File: config.mk
export PLATFORM = sky130hd
export DESIGN_NAME = low_power_clock_stop_wake
export DESIGN_NICKNAME = d
export VERILOG_FILES = /design/src/include/lp_pkg.sv /design/src/include/wake_if.sv /design/src/rtl/low_power_clock_stop_wake.sv /design/src/rtl/mask_compare.sv
export SDC_FILE = /design/constraint.sdc
export NUM_CORES = 1
export LEC_CHECK = 0
export ABC_AREA = 1
export ABC_CLOCK_PERIOD_IN_PS = 1700
export BUFFER_PORTS_ARGS = -buffer_cell sky130_fd_sc_hd__buf_2
export CORE_AREA = 2 2 71 66
export CTS_CLUSTER_SIZE = 16
export DETAILED_ROUTE_END_ITERATION = 16
export DIE_AREA = 0 0 73 68
export PLACE_DENSITY_LB_ADDON = 0.3
export SLEW_MARGIN = 20
export SYNTH_ARGS = -nofsm -noshare
export SYNTH_HDL_FRONTEND = slang
export SYNTH_SLANG_ARGS = --single-unit
File: constraint.sdc
create_clock -name clk_sys -period 1.7 [get_ports clk_sys]
set_input_delay 0.085 -clock clk_sys [delete_from_list [all_inputs] [get_ports clk_sys]]
set_output_delay 0.085 -clock clk_sys [all_outputs]
set_load 0.03 [all_outputs]
File: src/include/lp_pkg.sv
// Purpose: Shared constants and types for the stop/sleep/wake sequencer
// Assumes: One system clock, asynchronous active-high reset
// Notes:   Widths, the mask field position and the status, level and sync reset values are collected here
package lp_pkg;

  // ----------------------------------------------------------------
  // Widths and field layout
  // ----------------------------------------------------------------
  localparam int SR_W     = 16;
  localparam int IPL_W    = 3;
  localparam int MASK_LSB = 8;
  localparam int SYNC_W   = IPL_W + 3;

  // ----------------------------------------------------------------
  // Values after reset and fixed codes
  // ----------------------------------------------------------------
  localparam logic [SR_W-1:0]  SR_RESET    = 16'h0000;
  localparam logic [IPL_W-1:0] LEVEL_RESET = 3'h0;
  localparam logic [IPL_W-1:0] NMI_LEVEL   = 3'h7;
  localparam logic [SYNC_W-1:0] SYNC_RESET = 6'h00;

  // ----------------------------------------------------------------
  // Sequencer states
  // ----------------------------------------------------------------
  typedef enum logic [1:0] {
    ST_RUN   = 2'b00,
    ST_HALT  = 2'b01,
    ST_SLEEP = 2'b10,
    ST_WAKE  = 2'b11
  } lp_state_t;

endpackage

File: src/include/wake_if.sv
// Purpose: Carries the interrupt level and mask to the wake comparator
// Assumes: Both ends sit on clk_sys
// Notes:   Purely combinational group of signals
interface wake_if;
  import lp_pkg::*;

  logic [IPL_W-1:0] level;
  logic [IPL_W-1:0] mask;
  logic             hit;

  modport core (output level, output mask, input hit);
  modport cmp  (input level, input mask, output hit);
endinterface

File: src/rtl/low_power_clock_stop_wake.sv
// Purpose: Core-side stop, sleep and wake sequencing of a static processor
// Assumes: Outside glue gates the clock, polls the interrupt lines and restarts
// Notes:   Pins are asynchronous and pass two flip-flops before use
module low_power_clock_stop_wake
  import lp_pkg::*;
(
  // Clock and reset
  input  wire logic             clk_sys,
  input  wire logic             rst,
  // Instruction unit
  input  wire logic             stop_exec,
  input  wire logic [SR_W-1:0]  stop_operand,
  // Pins from the glue logic
  input  wire logic [IPL_W-1:0] buffered_interrupt_priority,
  input  wire logic             clock_hold,
  input  wire logic             restart_req,
  input  wire logic             bus_request_in,
  // Core state
  output logic      [SR_W-1:0]  status_register,
  output logic      [IPL_W-1:0] wake_level,
  output logic                  core_clk_en,
  output logic                  stopped,
  output logic                  low_power,
  output logic                  exec_resume
);

  // ----------------------------------------------------------------
  // Pin synchronisers
  // ----------------------------------------------------------------
  // Stage one feeds stage two only; every decision reads stage two
  logic [SYNC_W-1:0] sync1_reg;
  logic [SYNC_W-1:0] sync2_reg;
  wire  [SYNC_W-1:0] pins_raw;

  assign pins_raw = {buffered_interrupt_priority, clock_hold, restart_req, bus_request_in};

  always_ff @(posedge clk_sys or posedge rst) begin
    if (rst) begin
      sync1_reg <= SYNC_RESET;
      sync2_reg <= SYNC_RESET;
    end else begin
      sync1_reg <= pins_raw;
      sync2_reg <= sync1_reg;
    end
  end

  wire [IPL_W-1:0] ipl_s;
  wire             hold_s;
  wire             restart_s;
  wire             busreq_s;

  assign ipl_s     = sync2_reg[SYNC_W-1:3];
  assign hold_s    = sync2_reg[2];
  assign restart_s = sync2_reg[1];
  assign busreq_s  = sync2_reg[0];

  // ----------------------------------------------------------------
  // Wake comparator
  // ----------------------------------------------------------------
  logic [SR_W-1:0] sr_reg;
  wake_if          wk ();
  wire             hit;

  assign wk.level = ipl_s;
  assign wk.mask  = sr_reg[MASK_LSB+IPL_W-1:MASK_LSB];
  assign hit      = wk.hit;

  mask_compare u_cmp (
    .w (wk.cmp)
  );

  // ----------------------------------------------------------------
  // Decode
  // ----------------------------------------------------------------
  lp_state_t state_reg;
  lp_state_t state_next;

  wire in_run;
  wire in_halt;
  wire in_sleep;
  wire in_wake;
  wire take_stop;
  wire take_wake;
  wire go_sleep;
  wire go_run;

  assign in_run    = (state_reg == ST_RUN);
  assign in_halt   = (state_reg == ST_HALT);
  assign in_sleep  = (state_reg == ST_SLEEP);
  assign in_wake   = (state_reg == ST_WAKE);
  assign take_stop = in_run & stop_exec;
  assign take_wake = in_halt & hit;
  // A restart still held keeps the core from dropping back to sleep
  assign go_sleep  = in_halt & ~hit & hold_s & ~restart_s;
  assign go_run    = in_wake & ~busreq_s;

  // ----------------------------------------------------------------
  // Sequencer
  // ----------------------------------------------------------------
  always_comb begin
    state_next = state_reg;
    unique case (state_reg)
      ST_RUN: begin
        if (take_stop) begin
          state_next = ST_HALT;
        end
      end
      ST_HALT: begin
        if (take_wake) begin
          state_next = ST_WAKE;
        end else if (go_sleep) begin
          state_next = ST_SLEEP;
        end
      end
      ST_SLEEP: begin
        // Interrupts are not seen while the core clock is off
        if (restart_s) begin
          state_next = ST_HALT;
        end
      end
      ST_WAKE: begin
        if (go_run) begin
          state_next = ST_RUN;
        end
      end
    endcase
  end

  always_ff @(posedge clk_sys or posedge rst) begin
    if (rst) begin
      state_reg <= ST_RUN;
    end else begin
      state_reg <= state_next;
    end
  end

  // ----------------------------------------------------------------
  // Status register and taken level
  // ----------------------------------------------------------------
  logic [IPL_W-1:0] level_reg;
  wire  [SR_W-1:0]  sr_next;
  wire  [IPL_W-1:0] level_next;

  assign sr_next    = take_stop ? stop_operand : sr_reg;
  assign level_next = take_wake ? ipl_s : level_reg;

  always_ff @(posedge clk_sys or posedge rst) begin
    if (rst) begin
      sr_reg    <= SR_RESET;
      level_reg <= LEVEL_RESET;
    end else begin
      sr_reg    <= sr_next;
      level_reg <= level_next;
    end
  end

  // ----------------------------------------------------------------
  // Registered outputs
  // ----------------------------------------------------------------
  logic clk_en_reg;
  logic stopped_reg;
  logic low_power_reg;
  logic resume_reg;

  wire clk_en_next;
  wire stopped_next;
  wire low_power_next;

  // The core clock is registered from the next state, so it changes on the same edge as the state, never mid-cycle
  assign clk_en_next    = (state_next != ST_SLEEP);
  assign stopped_next   = (state_next != ST_RUN);
  assign low_power_next = (state_next == ST_SLEEP);

  always_ff @(posedge clk_sys or posedge rst) begin
    if (rst) begin
      clk_en_reg    <= 1'b1;
      stopped_reg   <= 1'b0;
      low_power_reg <= 1'b0;
      resume_reg    <= 1'b0;
    end else begin
      clk_en_reg    <= clk_en_next;
      stopped_reg   <= stopped_next;
      low_power_reg <= low_power_next;
      resume_reg    <= go_run;
    end
  end

  assign status_register = sr_reg;
  assign wake_level      = level_reg;
  assign core_clk_en     = clk_en_reg;
  assign stopped         = stopped_reg;
  assign low_power       = low_power_reg;
  assign exec_resume     = resume_reg;
endmodule

File: src/rtl/mask_compare.sv
// Purpose: Decides whether an interrupt level ends the stopped state
// Assumes: Level and mask already synchronised to clk_sys
// Notes:   The top level always passes, whatever the mask
module mask_compare
  import lp_pkg::*;
(
  // Level and mask in, decision out
  wake_if.cmp w
);

  // ----------------------------------------------------------------
  // Compare
  // ----------------------------------------------------------------
  wire above_mask;
  wire top_level;

  assign above_mask = (w.level > w.mask);
  assign top_level  = (w.level == NMI_LEVEL);
  assign w.hit      = above_mask | top_level;

endmodule

==> results.json <==
{
  "synth.cell_area_sq_um": 1445,
  "io_pins": 48,
  "dpl_worst_slack_ns": 0.1733,
  "fin_nets": 194,
  "vdd_ir_drop_max_mv": 0.4734,
  "maxClockFrequency_ghz": 0.6499,
  "min_from": "stop_operand[5]",
  "cts_buffer_depth": 2,
  "holdCritPathClass": "input pin to flop",
  "worst_slack_ns": 0.1613,
  "maxCapViolCount": 0,
  "vias": 948,
  "p_leak_nw": 1.004,
  "fin_cells": 217,
  "overflow": 0,
  "setup_tns_ns": 0,
  "cp-end-kind": "flop",
  "synthCells": 104,
  "p_int_mw": 2.151,
  "path_clk_slew_ns": 0.06,
  "startpoint": "status_register[10]",
  "cts.sinks": 37,
  "diodes": 0,
  "die_area_sq_um": 4964,
  "area_growth_syn_to_layout_pct": 31.26,
  "clk_latency_ns": 0.28,
  "cts_made_buffers": 5,
  "period_needed_ns": 1.539,
  "comb_power_share_pct": 47.8,
  "coreArea_sq_um": 4288,
  "avgSynthCellArea_sq_um": 13.90,
  "finalHoldViolCount": 0,
  "yosysTopAreaCellShare_pct": 62.34,
  "ctsHtreeMaxLevel": 2,
  "clock-root-buffer": "clkbuf_8",
  "p_per_area_nw_per_um2": 1933,
  "largest_register_ffs": 16,
  "cts_tree": "yes",
  "ys_ff_latch": 37,
  "wirelength_mm": 2.773,
  "clkPwrFrac_pct": 15.4,
  "power_frac_seq_pct": 36.8,
  "synth.area.top_cells": "dfrtp_1 62%, mux2_4 14%, ha_1 2.6%, nand3_1 2.4%, nand2_1 2.3%",
  "yosys_warnings": 0,
  "maxSlewViolCount": 0,
  "drive_above_1_share_pct": 50.90,
  "swShare_pct": 41.33,
  "postCtsSetupBuffers": 0,
  "start_kind": "flop",
  "globalplace.congestion": 0.7374,
  "slew-limit-headroom_pct": 69.66,
  "io_buffers": 47,
  "grt_usage_pct": 12.52,
  "hold-worst-slack_ns": 0.007087,
  "grt_setup_unrepaired": "no",
  "die_x_um": 73,
  "firstDrtPassIters": 4,
  "yosys.area.top_type": "dfrtp_1",
  "synth_seq_area_share_pct": 64.16,
  "grt_pass1_wl_mm": 4.478,
  "post-dp-hpwl_mm": 2.089,
  "reg2reg_from": "status_register[10]",
  "setup_viol": 0,
  "worstPathArrival_ns": 1.76,
  "status": "finished, final reports clean",
  "fin_skew_ns": 0.003065,
  "initial_core_util_pct": 33.70,
  "syn-num-nets": 132,
  "fill_cells": 414,
  "switchingPower_mw": 1.515,
  "layout_commonest_cell": "buf_2",
  "path_class": "flop to flop",
  "cp_max_fo": 7,
  "rrSetupSlack_ns": 0.16,
  "die_h_um": 68,
  "viasPerCell": 4.369,
  "finalCritPeriodShare_pct": 90.51,
  "antenna_found_initial": 0,
  "yosysUniqueCellTypes": 21,
  "drt_iter0_drc": 56,
  "routedWlPerCell_um": 12.78,
  "grt_pass1_vias": 1021,
  "grt_max_degree": 38,
  "final_cell_mix": "47 x buf_2, 36 x dfrtp_1, 13 x mux2_4, 9 x nand2_1",
  "dp.cells": 202,
  "required_ns": 1.92,
  "tightest_slew_ns": 0.4551,
  "final_antenna_net_count": 0,
  "rows": 23,
  "drc": 0
}
==> Yosys cell counts (all sizes together) <==
cell / n
nor3: 1
dfstp: 1
nand3: 9
nor2: 6
buf: 2
a21boi: 1
o21ai: 2
ha: 3
dfrtp: 36
nand4: 2
inv: 11
nand2: 12
a21oi: 4
mux2: 14
==> repair_timing <==
item	CTS	global route
hold buffers	7	0
endpoints found under the hold margin	42	0
endpoints found under the setup margin	0	0
resized for setup	0	0
==> critical path, stage by stage, from the launching register on <==
cell	delay, ns
dfrtp_1	0.35
inv_1	0.06
ha_1	0.34
a21oi_2	0.14
nand2_1	0.06
nand2_1	0.07
nand2_2	0.07
nand2_1	0.20
nand3_2	0.11
nor2_2	0.09
==> cell families (layout without fill, tap and decap cells) <==
| logic type | Yosys count | after routing | share of synthesized area, % |
|---|---|---|---|
| AND/OR/NAND/NOR | 30 | 30 | 10.91 |
| flip-flops | 37 | 37 | 64.16 |
| AO/OA/AOI/OAI | 7 | 7 | 3.897 |
| buffers and inverters | 13 | 76 | 4.156 |
| multiplexers | 14 | 14 | 14.29 |
| adder cells (fa/ha/maj) | 3 | 3 | 2.598 |
==> metal layers <==
layer / vias up / global-route usage (%) / part of all wire, %
li1: 464 / - / -
met1: 454 / 12.84 / 40
met2: 24 / 21.62 / 52
met3: 6 / 5.302 / 5.3
met4: 0 / 6.944 / 2.5
met5: - / 0 / 0
==> final cells by class <==
cell class / count / area [sq um] / area share (%)
Clock buffer: 8 / 80.08 / 4.222
Inverter: 11 / 41.29 / 2.177
Multi-Input combinational cell: 54 / 457.9 / 24.14
Sequential cell: 37 / 927.1 / 48.88
Tap cell: 50 / 62.56 / 3.298
Timing Repair Buffer: 57 / 327.8 / 17.28
==> power groups by stage <==
stage / Combinational, mW / Clock [mW] / Sequential [mW]
floorplan: 0.791 / 0 / 1.88
detailed placement: 1.75 / 0 / 1.37
global route: 1.88 / 0.627 / 1.39
finish: 1.75 / 0.564 / 1.35
CTS: 1.77 / 0.587 / 1.36
global placement: 1.69 / 0 / 1.36
==> worst paths after layout <==
path,end,cells past startpoint
setup / recovery,low_power,9
hold / removal,status_register[5],2
setup reg to reg,low_power,9
hold reg to reg,sync2_reg[0],0
max in group asynchronous,core_clk_en,4
min in group asynchronous,status_register[2],4
==> metrics by stage <==
stage | cell area, sq um | power [mW] | util [%]
after global routing | 1897 | 3.899 | 44.24
after global placement | 1747 | 3.050 | 40.74
after detailed placement | 1747 | 3.126 | 40.74
after floorplan | 1445 | 2.668 | -
after CTS | 1897 | 3.715 | 44.24
final | 1897 | 3.667 | 44.24
(Power assumes the default switching activity.)
